===== src/verilog/dbu_pkg.sv =====
// Shared offsets, field positions, reset values and carrier types of the debug serial unit
package dbu_pkg;
	// Register byte offsets
	localparam logic [7:0] OFS_CONTROL = 8'h00;
	localparam logic [7:0] OFS_MODE = 8'h04;
	localparam logic [7:0] OFS_IRQ_ENABLE = 8'h08;
	localparam logic [7:0] OFS_IRQ_DISABLE = 8'h0C;
	localparam logic [7:0] OFS_IRQ_MASK_VIEW = 8'h10;
	localparam logic [7:0] OFS_UNIT_STATUS = 8'h14;
	localparam logic [7:0] OFS_RX_HOLDING = 8'h18;
	localparam logic [7:0] OFS_TX_HOLDING = 8'h1C;
	localparam logic [7:0] OFS_BAUD_DIVISOR = 8'h20;

	// Control command bit positions
	localparam int CTL_RX_RESET = 2;
	localparam int CTL_TX_RESET = 3;
	localparam int CTL_RX_ON = 4;
	localparam int CTL_RX_OFF = 5;
	localparam int CTL_TX_ON = 6;
	localparam int CTL_TX_OFF = 7;
	localparam int CTL_ERROR_FLAGS_CLEAR = 8;

	// Status and mask bit positions
	localparam int ST_RX_CHAR_READY = 0;
	localparam int ST_TX_HOLD_FREE = 1;
	localparam int ST_RX_DMA_END = 3;
	localparam int ST_TX_DMA_END = 4;
	localparam int ST_OVERRUN = 5;
	localparam int ST_FRAMING = 6;
	localparam int ST_PARITY = 7;
	localparam int ST_TX_IDLE = 9;
	localparam int ST_TX_DMA_BUF_EMPTY = 11;
	localparam int ST_RX_DMA_BUF_FULL = 12;
	localparam int ST_DCC_WRITE = 30;
	localparam int ST_DCC_READ = 31;
	localparam logic [31:0] ST_IMPLEMENTED = 32'hC0001AFB;

	// Reset values
	localparam logic [31:0] MASK_RESET = 32'h00000000;
	localparam logic [15:0] DIVISOR_RESET = 16'h0000;
	localparam logic [8:0] MODE_RESET = 9'h000;
	localparam logic [11:0] MODE_FIELD_MASK = 12'hCE0;

	// Baud generator oversampling
	localparam int BAUD_OVERSAMPLE_SHIFT = 4;

	// AXI responses
	localparam logic [1:0] RESP_OKAY = 2'h0;
	localparam logic [1:0] RESP_SLVERR = 2'h2;

	// Peripheral DMA and debug channel levels
	typedef struct packed {
		logic dcc_read_status;
		logic dcc_write_status;
		logic rx_dma_buffer_full;
		logic tx_dma_buffer_empty;
		logic tx_dma_end;
		logic rx_dma_end;
	} dbu_side_t;

	// Character handed over by the receive framing logic
	typedef struct packed {
		logic valid;
		logic framing_err;
		logic parity_err;
		logic [7:0] received_char;
	} dbu_rx_char_t;
endpackage : dbu_pkg


===== src/verilog/dbu_top.sv =====
// Debug serial unit: register slave, status flags, holding registers, baud generator
// How it works
// Mask bits read one when source enabled
// Receive ready sets on character, clears read/disable
// Transmit free low while character waits/disabled
// Transmitter idle only when fully drained, enabled
// Overrun, framing, parity errors are sticky
// DMA end flags mirror channel signals
// DMA buffer flags mirror channel signals
// Top status bits mirror core channel flags
// Receive holding shows last character, upper zero
// Software writes transmit only when free
// Divisor: zero off, one direct, else sixteen-times
// Error clear command resets three error flags
// Enable sets mask bits, disable clears them
// Interrupt while any unmasked status flag high
`timescale 1ns/1ps
module dbu_top #(
	parameter int DIV_W = 16
) (
	input wire logic clk_sys, // 250 MHz master clock
	input wire logic sys_rst, // Synchronous reset, active high
	input wire logic [7:0] s_axi_awaddr, // Write address
	input wire logic s_axi_awvalid, // Write address valid
	output logic s_axi_awready, // Write address ready
	input wire logic [31:0] s_axi_wdata, // Write data
	input wire logic [3:0] s_axi_wstrb, // Write byte strobes
	input wire logic s_axi_wvalid, // Write data valid
	output logic s_axi_wready, // Write data ready
	output logic [1:0] s_axi_bresp, // Write response
	output logic s_axi_bvalid, // Write response valid
	input wire logic s_axi_bready, // Write response ready
	input wire logic [7:0] s_axi_araddr, // Read address
	input wire logic s_axi_arvalid, // Read address valid
	output logic s_axi_arready, // Read address ready
	output logic [31:0] s_axi_rdata, // Read data
	output logic [1:0] s_axi_rresp, // Read response
	output logic s_axi_rvalid, // Read data valid
	input wire logic s_axi_rready, // Read data ready
	input wire dbu_pkg::dbu_rx_char_t rx_in, // Character from receive framing
	input wire logic tx_shift_busy, // Transmit shifter is sending
	input wire dbu_pkg::dbu_side_t side_in, // DMA and debug channel levels
	output logic [7:0] char_to_send, // Character for the shifter
	output logic tx_load, // One-cycle load of the shifter
	output logic rx_enable, // Receive framing enabled
	output logic tx_enable, // Transmit framing enabled
	output logic rx_abort, // Pulse: abort reception
	output logic tx_abort, // Pulse: abort transmission
	output logic [8:0] mode_bits, // Parity and channel mode to framing
	output logic baud_tick, // Baud rate clock enable
	output logic irq // Level interrupt
);
	logic aw_have_q, w_have_q, bvalid_q, rvalid_q;
	logic [7:0] waddr_q;
	logic [31:0] wdata_q, wmask_q, rdata_q;
	logic [1:0] bresp_q, rresp_q;
	logic [31:0] mask_q;
	logic rx_en_q, tx_en_q, rx_abort_q, tx_abort_q;
	logic rx_ready_q, ovr_q, frame_q, par_q;
	logic [7:0] rx_char_q, tx_hold_q, tx_out_q;
	logic tx_full_q, tx_load_q;
	dbu_pkg::dbu_side_t side_q;
	logic [DIV_W-1:0] div_q;
	logic [DIV_W+dbu_pkg::BAUD_OVERSAMPLE_SHIFT-1:0] baud_cnt_q;
	logic baud_tick_q, irq_q;
	logic [8:0] mode_q;
	logic [31:0] status_w, rd_w;
	logic wr_fire, rd_fire, rd_ok, wr_ok, rhr_read;
	logic [31:0] cmd_w;
	logic ctl_wr;

	// Byte strobes widened to a bit mask
	function automatic logic [31:0] strb_mask(input logic [3:0] s);
		strb_mask = {{8{s[3]}}, {8{s[2]}}, {8{s[1]}}, {8{s[0]}}};
	endfunction : strb_mask

	// Address map check shared by both channels
	function automatic logic is_mapped(input logic [7:0] a, input logic wr);
		case (a)
			dbu_pkg::OFS_CONTROL, dbu_pkg::OFS_IRQ_ENABLE, dbu_pkg::OFS_IRQ_DISABLE,
			dbu_pkg::OFS_TX_HOLDING: is_mapped = wr;
			dbu_pkg::OFS_IRQ_MASK_VIEW, dbu_pkg::OFS_UNIT_STATUS,
			dbu_pkg::OFS_RX_HOLDING: is_mapped = !wr;
			dbu_pkg::OFS_MODE, dbu_pkg::OFS_BAUD_DIVISOR: is_mapped = 1'b1;
			default: is_mapped = 1'b0;
		endcase
	endfunction : is_mapped

	// Write proceeds once both halves are held and no response is pending
	assign wr_fire = aw_have_q && w_have_q && !bvalid_q;
	assign wr_ok = is_mapped(waddr_q, 1'b1);
	assign cmd_w = wdata_q & wmask_q;
	assign rd_fire = s_axi_arvalid && s_axi_arready;
	assign rd_ok = is_mapped(s_axi_araddr, 1'b0);
	assign rhr_read = rd_fire && (s_axi_araddr == dbu_pkg::OFS_RX_HOLDING);
	assign ctl_wr = wr_fire && waddr_q == dbu_pkg::OFS_CONTROL;

	// Write channels, taken in either order
	always_ff @(posedge clk_sys)
	begin
		if (sys_rst)
		begin
			aw_have_q <= 1'b0;
			w_have_q <= 1'b0;
			bvalid_q <= 1'b0;
			bresp_q <= dbu_pkg::RESP_OKAY;
			waddr_q <= 8'h00;
			wdata_q <= 32'h00000000;
			wmask_q <= 32'h00000000;
		end
		else
		begin
			if (s_axi_awvalid && s_axi_awready)
			begin
				aw_have_q <= 1'b1;
				waddr_q <= {s_axi_awaddr[7:2], 2'h0};
			end
			if (s_axi_wvalid && s_axi_wready)
			begin
				w_have_q <= 1'b1;
				wdata_q <= s_axi_wdata;
				wmask_q <= strb_mask(s_axi_wstrb);
			end
			if (wr_fire)
			begin
				aw_have_q <= 1'b0;
				w_have_q <= 1'b0;
				bvalid_q <= 1'b1;
				bresp_q <= wr_ok ? dbu_pkg::RESP_OKAY : dbu_pkg::RESP_SLVERR;
			end
			else if (bvalid_q && s_axi_bready)
				bvalid_q <= 1'b0;
		end
	end

	assign s_axi_awready = !aw_have_q && !bvalid_q;
	assign s_axi_wready = !w_have_q && !bvalid_q;
	assign s_axi_bvalid = bvalid_q;
	assign s_axi_bresp = bresp_q;

	// Status word built from flag flops; unimplemented bits read zero
	always_comb
	begin
		status_w = 32'h00000000;
		status_w[dbu_pkg::ST_RX_CHAR_READY] = rx_ready_q;
		status_w[dbu_pkg::ST_TX_HOLD_FREE] = tx_en_q && !tx_full_q;
		status_w[dbu_pkg::ST_RX_DMA_END] = side_q.rx_dma_end;
		status_w[dbu_pkg::ST_TX_DMA_END] = side_q.tx_dma_end;
		status_w[dbu_pkg::ST_OVERRUN] = ovr_q;
		status_w[dbu_pkg::ST_FRAMING] = frame_q;
		status_w[dbu_pkg::ST_PARITY] = par_q;
		status_w[dbu_pkg::ST_TX_IDLE] = tx_en_q && !tx_full_q && !tx_load_q && !tx_shift_busy;
		status_w[dbu_pkg::ST_TX_DMA_BUF_EMPTY] = side_q.tx_dma_buffer_empty;
		status_w[dbu_pkg::ST_RX_DMA_BUF_FULL] = side_q.rx_dma_buffer_full;
		status_w[dbu_pkg::ST_DCC_WRITE] = side_q.dcc_write_status;
		status_w[dbu_pkg::ST_DCC_READ] = side_q.dcc_read_status;
	end

	// Read data selection
	always_comb
	begin
		case (s_axi_araddr)
			dbu_pkg::OFS_MODE: rd_w = {16'h0000, mode_q[8:7], 2'h0, mode_q[6:4], 9'h000};
			dbu_pkg::OFS_IRQ_MASK_VIEW: rd_w = mask_q;
			dbu_pkg::OFS_UNIT_STATUS: rd_w = status_w;
			dbu_pkg::OFS_RX_HOLDING: rd_w = {24'h000000, rx_char_q};
			dbu_pkg::OFS_BAUD_DIVISOR: rd_w = {{(32-DIV_W){1'b0}}, div_q};
			default: rd_w = 32'h00000000;
		endcase
	end

	// Read channel, one outstanding read, answer one cycle after the address
	always_ff @(posedge clk_sys)
	begin
		if (sys_rst)
		begin
			rvalid_q <= 1'b0;
			rdata_q <= 32'h00000000;
			rresp_q <= dbu_pkg::RESP_OKAY;
		end
		else if (rd_fire)
		begin
			rvalid_q <= 1'b1;
			rdata_q <= rd_w;
			rresp_q <= rd_ok ? dbu_pkg::RESP_OKAY : dbu_pkg::RESP_SLVERR;
		end
		else if (rvalid_q && s_axi_rready)
			rvalid_q <= 1'b0;
	end

	assign s_axi_arready = !rvalid_q;
	assign s_axi_rvalid = rvalid_q;
	assign s_axi_rdata = rdata_q;
	assign s_axi_rresp = rresp_q;

	// Interrupt mask: enable sets, disable clears, zeros leave alone
	always_ff @(posedge clk_sys)
	begin
		if (sys_rst)
			mask_q <= dbu_pkg::MASK_RESET;
		else if (wr_fire && waddr_q == dbu_pkg::OFS_IRQ_ENABLE)
			mask_q <= mask_q | (cmd_w & dbu_pkg::ST_IMPLEMENTED);
		else if (wr_fire && waddr_q == dbu_pkg::OFS_IRQ_DISABLE)
			mask_q <= mask_q & ~cmd_w;
	end

	// Enable state; the off command wins over the on command
	always_ff @(posedge clk_sys)
	begin
		if (sys_rst)
		begin
			rx_en_q <= 1'b0;
			tx_en_q <= 1'b0;
			rx_abort_q <= 1'b0;
			tx_abort_q <= 1'b0;
		end
		else
		begin
			rx_abort_q <= wr_fire && waddr_q == dbu_pkg::OFS_CONTROL && cmd_w[dbu_pkg::CTL_RX_RESET];
			tx_abort_q <= wr_fire && waddr_q == dbu_pkg::OFS_CONTROL && cmd_w[dbu_pkg::CTL_TX_RESET];
			if (wr_fire && waddr_q == dbu_pkg::OFS_CONTROL)
			begin
				if (cmd_w[dbu_pkg::CTL_RX_OFF] || cmd_w[dbu_pkg::CTL_RX_RESET])
					rx_en_q <= 1'b0;
				else if (cmd_w[dbu_pkg::CTL_RX_ON])
					rx_en_q <= 1'b1;
				if (cmd_w[dbu_pkg::CTL_TX_OFF] || cmd_w[dbu_pkg::CTL_TX_RESET])
					tx_en_q <= 1'b0;
				else if (cmd_w[dbu_pkg::CTL_TX_ON])
					tx_en_q <= 1'b1;
			end
		end
	end

	// Receive holding and ready flag; a new character wins over a read
	always_ff @(posedge clk_sys)
	begin
		if (sys_rst)
		begin
			rx_ready_q <= 1'b0;
			rx_char_q <= 8'h00;
		end
		else if (!rx_en_q)
			rx_ready_q <= 1'b0;
		else if (rx_in.valid)
		begin
			rx_ready_q <= 1'b1;
			rx_char_q <= rx_in.received_char;
		end
		else if (rhr_read)
			rx_ready_q <= 1'b0;
	end

	// Sticky errors; an error in the clearing cycle survives the clear
	always_ff @(posedge clk_sys)
	begin
		if (sys_rst)
		begin
			ovr_q <= 1'b0;
			frame_q <= 1'b0;
			par_q <= 1'b0;
		end
		else
		begin
			if (wr_fire && waddr_q == dbu_pkg::OFS_CONTROL && cmd_w[dbu_pkg::CTL_ERROR_FLAGS_CLEAR])
			begin
				ovr_q <= 1'b0;
				frame_q <= 1'b0;
				par_q <= 1'b0;
			end
			if (rx_en_q && rx_in.valid)
			begin
				if (rx_ready_q && !rhr_read)
					ovr_q <= 1'b1;
				if (rx_in.framing_err)
					frame_q <= 1'b1;
				if (rx_in.parity_err)
					par_q <= 1'b1;
			end
		end
	end

	// Transmit holding; writes while disabled are dropped, a pending one still drains
	always_ff @(posedge clk_sys)
	begin
		if (sys_rst)
		begin
			tx_full_q <= 1'b0;
			tx_hold_q <= 8'h00;
			tx_out_q <= 8'h00;
			tx_load_q <= 1'b0;
		end
		else
		begin
			tx_load_q <= 1'b0;
			if (tx_abort_q)
				tx_full_q <= 1'b0;
			else if (tx_full_q && !tx_shift_busy && !tx_load_q)
			begin
				tx_full_q <= 1'b0;
				tx_load_q <= 1'b1;
				tx_out_q <= tx_hold_q;
			end
			// A write when not free overwrites the waiting character
			if (wr_fire && waddr_q == dbu_pkg::OFS_TX_HOLDING && tx_en_q)
			begin
				tx_full_q <= 1'b1;
				tx_hold_q <= (wdata_q[7:0] & wmask_q[7:0]) | (tx_hold_q & ~wmask_q[7:0]);
			end
		end
	end

	// Mode and divisor registers, byte lanes honoured
	always_ff @(posedge clk_sys)
	begin
		if (sys_rst)
		begin
			div_q <= DIV_W'(dbu_pkg::DIVISOR_RESET);
			mode_q <= dbu_pkg::MODE_RESET;
		end
		else if (wr_fire && waddr_q == dbu_pkg::OFS_BAUD_DIVISOR)
			div_q <= (wdata_q[DIV_W-1:0] & wmask_q[DIV_W-1:0]) | (div_q & ~wmask_q[DIV_W-1:0]);
		else if (wr_fire && waddr_q == dbu_pkg::OFS_MODE && wmask_q[8])
			mode_q <= {wdata_q[15:14], wdata_q[11:9], 4'h0};
	end

	// Baud generator: divided by sixteen times a divisor above one; zero stops it, one ticks every cycle
	always_ff @(posedge clk_sys)
	begin
		if (sys_rst)
		begin
			baud_cnt_q <= '0;
			baud_tick_q <= 1'b0;
		end
		else if (div_q == '0)
		begin
			baud_cnt_q <= '0;
			baud_tick_q <= 1'b0;
		end
		else if (div_q == DIV_W'(1))
			baud_tick_q <= 1'b1;
		else if (baud_cnt_q == '0)
		begin
			baud_cnt_q <= {div_q, 4'h0} - 1'b1;
			baud_tick_q <= 1'b1;
		end
		else
		begin
			baud_cnt_q <= baud_cnt_q - 1'b1;
			baud_tick_q <= 1'b0;
		end
	end

	// Mirrored levels and the interrupt, one flop behind their sources
	always_ff @(posedge clk_sys)
	begin
		if (sys_rst)
		begin
			side_q <= '0;
			irq_q <= 1'b0;
		end
		else
		begin
			side_q <= side_in;
			irq_q <= |(status_w & mask_q);
		end
	end

	assign char_to_send = tx_out_q;
	assign tx_load = tx_load_q;
	assign rx_enable = rx_en_q;
	assign tx_enable = tx_en_q;
	assign rx_abort = rx_abort_q;
	assign tx_abort = tx_abort_q;
	assign mode_bits = mode_q;
	assign baud_tick = baud_tick_q;
	assign irq = irq_q;
endmodule : dbu_top


===== config.mk =====
export PLATFORM = sky130hd
export DESIGN_NAME = dbu_top
export DESIGN_NICKNAME = d
export VERILOG_FILES = /design/src/verilog/dbu_pkg.sv /design/src/verilog/dbu_top.sv
export SDC_FILE = /design/constraint.sdc
export NUM_CORES = 1
export LEC_CHECK = 0
export CORE_MARGIN = 2
export CORE_UTILIZATION = 57
export DETAILED_ROUTE_END_ITERATION = 8
export DONT_BUFFER_PORTS = 1
export PLACE_DENSITY = 0.75
export REMOVE_ABC_BUFFERS = 1
export SLEW_MARGIN = 20
export SYNTH_ARGS = -nofsm -noshare
export SYNTH_HDL_FRONTEND = slang
export SYNTH_SLANG_ARGS = --single-unit
export TNS_END_PERCENT = 5

===== constraint.sdc =====
create_clock -name clk_sys -period 2.2 [get_ports clk_sys]
set_input_delay 0.11 -clock clk_sys [delete_from_list [all_inputs] [get_ports clk_sys]]
set_output_delay 0.11 -clock clk_sys [all_outputs]
set_load 0.02 [all_outputs]

==> results of run 1 <==
## timing repair
action / 4_1_cts / 5_1_grt
endpoints found under the hold margin: 175 / 0
endpoints found under the setup margin: 0 / 37
hold buffers: 83 / 0
resized for setup: 0 / 7
## cell families after synthesis
| kind of cell | count (synthesis) | share of synthesized area |
|---|---|---|
| AND/OR/NAND/NOR | 437 | 0.257 |
| flip-flops | 195 | 0.469 |
| XOR/XNOR | 13 | 0.0137 |
| adder cells (fa/ha/maj) | 5 | 0.00752 |
| multiplexers | 24 | 0.0290 |
| other | 1 | 0.000451 |
| AO/OA/AOI/OAI | 247 | 0.179 |
| buffers and inverters | 83 | 0.0444 |
## cells in the mapped netlist, types with 13 or more instances
master / count / area, sq um
nor2b_1: 15 / 93.8
inv_1: 13 / 48.8
nand2b_1: 26 / 163
nand2_1: 185 / 694
nand3_1: 22 / 110
o21ai_0: 24 / 120
a21oi_1: 132 / 661
nor3_1: 31 / 155
a22oi_1: 36 / 270
mux2i_1: 23 / 230
nor2_1: 88 / 330
clkbuf_1: 51 / 191
dfxtp_1: 195 / 3900
## power groups by stage
stage,combinational (W),sequential (W),clock [W]
2_1_floorplan,0.000222,0.00375,0
3_3_place_gp,0.000318,0.00377,0
3_5_place_dp,0.000322,0.00377,0
4_1_cts,0.000460,0.00369,0.00303
5_1_grt,0.000518,0.00370,0.00318
6_report,0.000475,0.00369,0.00302
## area by class of cell
type	instances	area (sq um)	area share
inverters	13	48.8	0.00487
well taps	184	230	0.0230
repair buffers	124	1200	0.119
flip-flops and latches	195	3910	0.390
multi-input cells	732	4070	0.406
clock buffers	22	474	0.0473
clock inverters	9	93.8	0.00936
## metrics by stage
stage	std cells	util	hold slack, ns
after floorplan	940	-	0.179
after global placement	1165	0.598	0.194
after detailed placement	1165	0.598	0.195
after CTS	1279	0.697	0.0234
after global routing	1279	0.698	0.0503
final	1279	0.698	0.0417
## how the worst max path moves through the flow
stage,to,slack (ns)
global placement,baud_cnt_q[2],0.06
floorplan,baud_cnt_q[16],-0.1
CTS,baud_cnt_q[8],0.03
detailed placement,baud_cnt_q[9],0.03
global route,baud_cnt_q[8],-0.09
finish,baud_cnt_q[8],0.04
## routing by layer
| metal | vias to the layer above | part of all wire |
|---|---|---|
| met2 | 300 | 0.47 |
| met3 | 46 | 0.090 |
| met1 | 3580 | 0.42 |
| met5 | - | 0 |
| met4 | 0 | 0.018 |
| li1 | 3637 | - |
## worst max-delay path, cell delays in order, from the launching register on
cell	delay, ns
dfxtp_1	0.31
inv_1	0.07
ha_1	0.13
or3b_4	0.39
or3_4	0.36
or3_4	0.43
a21oi_1	0.16
nor2_1	0.06
a211oi_1	0.19
==> flow_metrics.env, run 1 <==
export IMPL_status="complete, no violations"
export IMPL_power_total_w=0.00718
export IMPL_final_hold_violation_count=0
export IMPL_path_clk_slew_ns=0.07
export IMPL_critical_path_required_ns=2.56
export IMPL_intPower_w=0.00547
export IMPL_final_area_sq_um=10000
export IMPL_drt_iter0_drc=729
export IMPL_wl_per_cell_microns=18.0
export IMPL_coreArea_sq_um=14400
export IMPL_synth_edff_count=0
export IMPL_swShare=0.238
export IMPL_grt_setup_unrepaired="yes"
export IMPL_ant_nets=0
export IMPL_finalCriticalPeriod_ns=2.16
export IMPL_startpoint_type="flip-flop"
export IMPL_power_frac_clock=0.420
export IMPL_rrSetupSlack_ns=0.04
export IMPL_critPathMaxFanout=13
export IMPL_antenna_found_initial=0
export IMPL_insertion_delay_ns=0.44
export IMPL_nets=1165
export IMPL_die_h_microns=125
export IMPL_syn_avg_cell_area_sq_um=8.27
export IMPL_slew_headroom=0.419
export IMPL_layout_commonest_cell="dfxtp_1"
export IMPL_cts_root_buffer="clkbuf_16"
export IMPL_grt_pass1_vias=7426
export IMPL_tightest_slew_ns=0.863
export IMPL_p_leak_nw=3.94
export IMPL_r2r_start="baud_cnt_q[1]"
export IMPL_setup_viol=0
export IMPL_dpl_worst_slack_ns=0.0311
export IMPL_die_w_microns=125
export IMPL_cts_tree="built"
export IMPL_final_cell_mix="dfxtp_1 (194), nand2_1 (185), a21oi_1 (130)"
export IMPL_ys_seq_area_frac=0.469
export IMPL_first_pass_iters=6
export IMPL_fmax_mhz=462
export IMPL_initial_core_util=0.579
export IMPL_totalWireLength_microns=23000
export IMPL_yosys_warnings=0
export IMPL_synth_seq_cells=195
export IMPL_fill_cells=1115
export IMPL_setup_slack_ns=0.0352
export IMPL_seq_power_share=0.514
export IMPL_numCtsBuffers=17
export IMPL_endpoint_kind="flip-flop"
export IMPL_gr_usage_met2=0.473
export IMPL_die_area_sq_um=15600
export IMPL_fp_row_count=44
export IMPL_synthFlopType="dfxtp_1"
export IMPL_power_frac_comb=0.066
export IMPL_grt_total_usage=0.296
export IMPL_r2r_cells=8
export IMPL_post_cts_setup_buffers=0
export IMPL_final_period_utilization=0.984
export IMPL_num_io_pins=142
export IMPL_netlist_cell_type_count=61
export IMPL_hold_depth=3
export IMPL_diodes=0
export IMPL_clock_path_buffers=2
export IMPL_fin_worst_skew_ns=0.0101
export IMPL_tns_ns=0
export IMPL_drive_gt1_frac=0.0932
export IMPL_min_from="rx_in[10]"
export IMPL_areaGrowthSynthToFinish_pct=20.5
export IMPL_dp_final_hpwl_microns=14800
export IMPL_switching_power_w=0.00171
export IMPL_ctsHtreeMaxLevel=4
export IMPL_cts_sinks=195
export IMPL_io_buffers=0
export IMPL_via_per_inst=5.91
export IMPL_grt_ovfl_total=0
export IMPL_grt_busiest_layer="met2"
export IMPL_ir_drop_mv=0.614
export IMPL_placed_cell_area_sq_um=8590
export IMPL_hold_path_class="in2reg"
export IMPL_globalplace_congestion=0.903
export IMPL_cp_startpoint="baud_cnt_q[1]"
export IMPL_min_to="rx_char_q[7]"
export IMPL_async_flop_share=0
export IMPL_syn_cell_area_sq_um=8320
export IMPL_vias=7563
export IMPL_use_met3=0.103
export IMPL_powerDensity_nw_per_um2=717
export IMPL_syn_inst=1005
export IMPL_met1_usage=0.374
export IMPL_grt_pass1_wl_microns=37300
export IMPL_grt_start_max_net_pins=121
export IMPL_arrival_ns=2.52
export IMPL_r2r_end="baud_cnt_q[8]"
export IMPL_drv_cap=0
export IMPL_post_route_drc_count=0
export IMPL_slew_viol_final=0
export IMPL_critical_path_class="reg2reg"
No activity file was read; power rests on OpenSTA's default activity.
==> run 2: changes to the inputs <==
- clock period: 2.2 -> 1.9 ns (I/O delays scaled with it)
==> flow_metrics.env, run 2 (synthesis gave the netlist of run 1 again) <==
export IMPL_wl_per_cell_microns=17.7
export IMPL_cts_sinks=195
export IMPL_final_cell_mix="dfxtp_1 (193), nand2_1 (185), a21oi_1 (131)"
export IMPL_failed_checks="hold timing, setup timing"
export IMPL_io_buffers=0
export IMPL_clock_path_buffers=2
export IMPL_first_pass_iters=5
export IMPL_ir_drop_mv=0.691
export IMPL_grt_pass1_vias=7515
export IMPL_areaGrowthSynthToFinish_pct=23.9
export IMPL_antenna_found_initial=1
export IMPL_nets=1198
export IMPL_ant_nets=0
export IMPL_power_frac_clock=0.412
export IMPL_die_area_sq_um=15600
export IMPL_crit_path_max_incr_delay_ns=0.47
export IMPL_setup_slack_ns=-0.363
export IMPL_final_period_utilization=1.19
export IMPL_grt_setup_unrepaired="yes"
export IMPL_cp_startpoint="baud_cnt_q[1]"
export IMPL_final_area_sq_um=10300
export IMPL_fin_worst_skew_ns=0.0123
export IMPL_die_h_microns=125
export IMPL_power_total_w=0.00801
export IMPL_tightest_slew_ns=0.922
export IMPL_totalWireLength_microns=23300
export IMPL_rrSetupSlack_ns=-0.36
export IMPL_critical_path_class="reg2reg"
export IMPL_path_clk_slew_ns=0.06
export IMPL_grt_ovfl_total=0
export IMPL_coreArea_sq_um=14400
export IMPL_slowest_stage="or3_4"
export IMPL_layout_commonest_cell="dfxtp_1"
export IMPL_finalCriticalPeriod_ns=2.26
export IMPL_hold_path_class="in2reg"
export IMPL_placed_cells=1205
export IMPL_intPower_w=0.00613
export IMPL_slew_headroom=0.379
export IMPL_insertion_delay_ns=0.43
export IMPL_numCtsBuffers=17
export IMPL_globalplace_congestion=0.880
export IMPL_grt_pass1_wl_microns=37700
export IMPL_num_io_pins=142
export IMPL_swShare=0.235
export IMPL_postCtsHoldBufs=72
export IMPL_regArea_sq_um=3910
export IMPL_via_per_inst=5.92
export IMPL_r2r_cells=8
export IMPL_vias=7773
export IMPL_critPathBufInv=2
export IMPL_startpoint_type="flip-flop"
export IMPL_fmax_mhz=442
export IMPL_slew_viol_final=0
export IMPL_arrival_ns=2.58
export IMPL_status="complete, but fails checks"
export IMPL_crit_top_cell="or3_4"
export IMPL_critPathMaxFanout=7
export IMPL_ctsHtreeMaxLevel=4
export IMPL_fill_cells=1072
export IMPL_grt_start_max_net_pins=177
export IMPL_diodes=0
export IMPL_grt_total_usage=0.296
export IMPL_final_hold_violation_count=103
export IMPL_powerDensity_nw_per_um2=778
export IMPL_drt_iter0_drc=878
export IMPL_r2r_end="baud_cnt_q[14]"
export IMPL_instances_no_fill=1312
export IMPL_post_route_drc_count=0
export IMPL_drv_cap=0
export IMPL_tns_ns=-5.56
export IMPL_hold_slack_ns=-0.270
export IMPL_die_w_microns=125
export IMPL_crit_end="baud_cnt_q[14]"
export IMPL_crit_family="simple AND/OR/NAND/NOR gates"
export IMPL_fp_row_count=44
export IMPL_multi_input_area_sq_um=4190
export IMPL_dp_final_hpwl_microns=15200
export IMPL_placed_cell_area_sq_um=8870
export IMPL_drive_gt1_frac=0.146
export IMPL_seq_power_share=0.533
export IMPL_switching_power_w=0.00188
export IMPL_p_leak_nw=4.08
export IMPL_cts_root_buffer="clkbuf_16"
export IMPL_critical_path_required_ns=2.21
export IMPL_initial_core_util=0.579
export IMPL_power_frac_comb=0.055
export IMPL_setup_viol=20
export IMPL_crit_cells=8
export IMPL_endpoint_kind="flip-flop"
export IMPL_cts_tree="built"
export IMPL_crit_chain="inv_2 > ha_4 > or3b_4 > or3_4 > or3_4 > buf_8 > o21ai_2 > a211oi_1"
export IMPL_r2r_start="baud_cnt_q[1]"
==> run 2: cell types whose count changed in the layout (fill, tap and decap cells not counted), moves of 3 or more <==
cell	delta
and2_1	-3
nor2_1	-4
buf_4	+42
o21ai_0	-8
dlygate4sd3_1	-10
o21ai_1	+5
==> run 2: final cells by class <==
cell class | count | area share
Sequential cell | 195 | 0.379
Tap cell | 184 | 0.0223
Clock buffer | 24 | 0.0468
Multi-Input combinational cell | 732 | 0.407
Inverter | 13 | 0.00474
Clock inverter | 7 | 0.00486
Timing Repair Buffer | 157 | 0.136
==> run 2: repair_timing <==
action,CTS,global route
pin swaps,5,15
gates resized for setup,2,49
hold endpoints to repair,175,103
endpoints found under the setup margin,20,81
setup buffers,0,4
==> run 2: stage by stage <==
stage | utilization | setup WS (ns)
after floorplan | - | -0.399
after global placement | 0.617 | -0.232
after detailed placement | 0.617 | -0.300
after CTS | 0.705 | -0.297
after global routing | 0.717 | -0.426
final | 0.717 | -0.363
==> run 2: worst min-delay path by stage <==
stage	start	end	slack (ns)	cells after the start
floorplan	sys_rst	flip-flop	0.16	1
global placement	sys_rst	wdata_q[16]	0.18	1
CTS	sys_rst	wdata_q[16]	-0.27	1
detailed placement	sys_rst	wdata_q[16]	0.18	1
finish	sys_rst	wdata_q[21]	-0.27	1
global route	sys_rst	wdata_q[16]	-0.27	1
==> run 2: power groups by stage <==
stage	Combinational (W)	Clock (W)	Sequential, W
global placement	0.000367	0	0.00436
CTS	0.000412	0.00332	0.00427
detailed placement	0.000376	0	0.00436
floorplan	0.000258	0	0.00434
finish	0.000440	0.00330	0.00427
global route	0.000486	0.00348	0.00428
==> run 2: per-layer routing <==
layer  vias to the layer above  track usage  routed length (microns)
met2                       297        0.476                    11200
met1                      3740        0.386                     9640
met5                         -            0                       11
met3                        31       0.0898                     2070
li1                       3703            -                        -
met4                         2       0.0879                      356
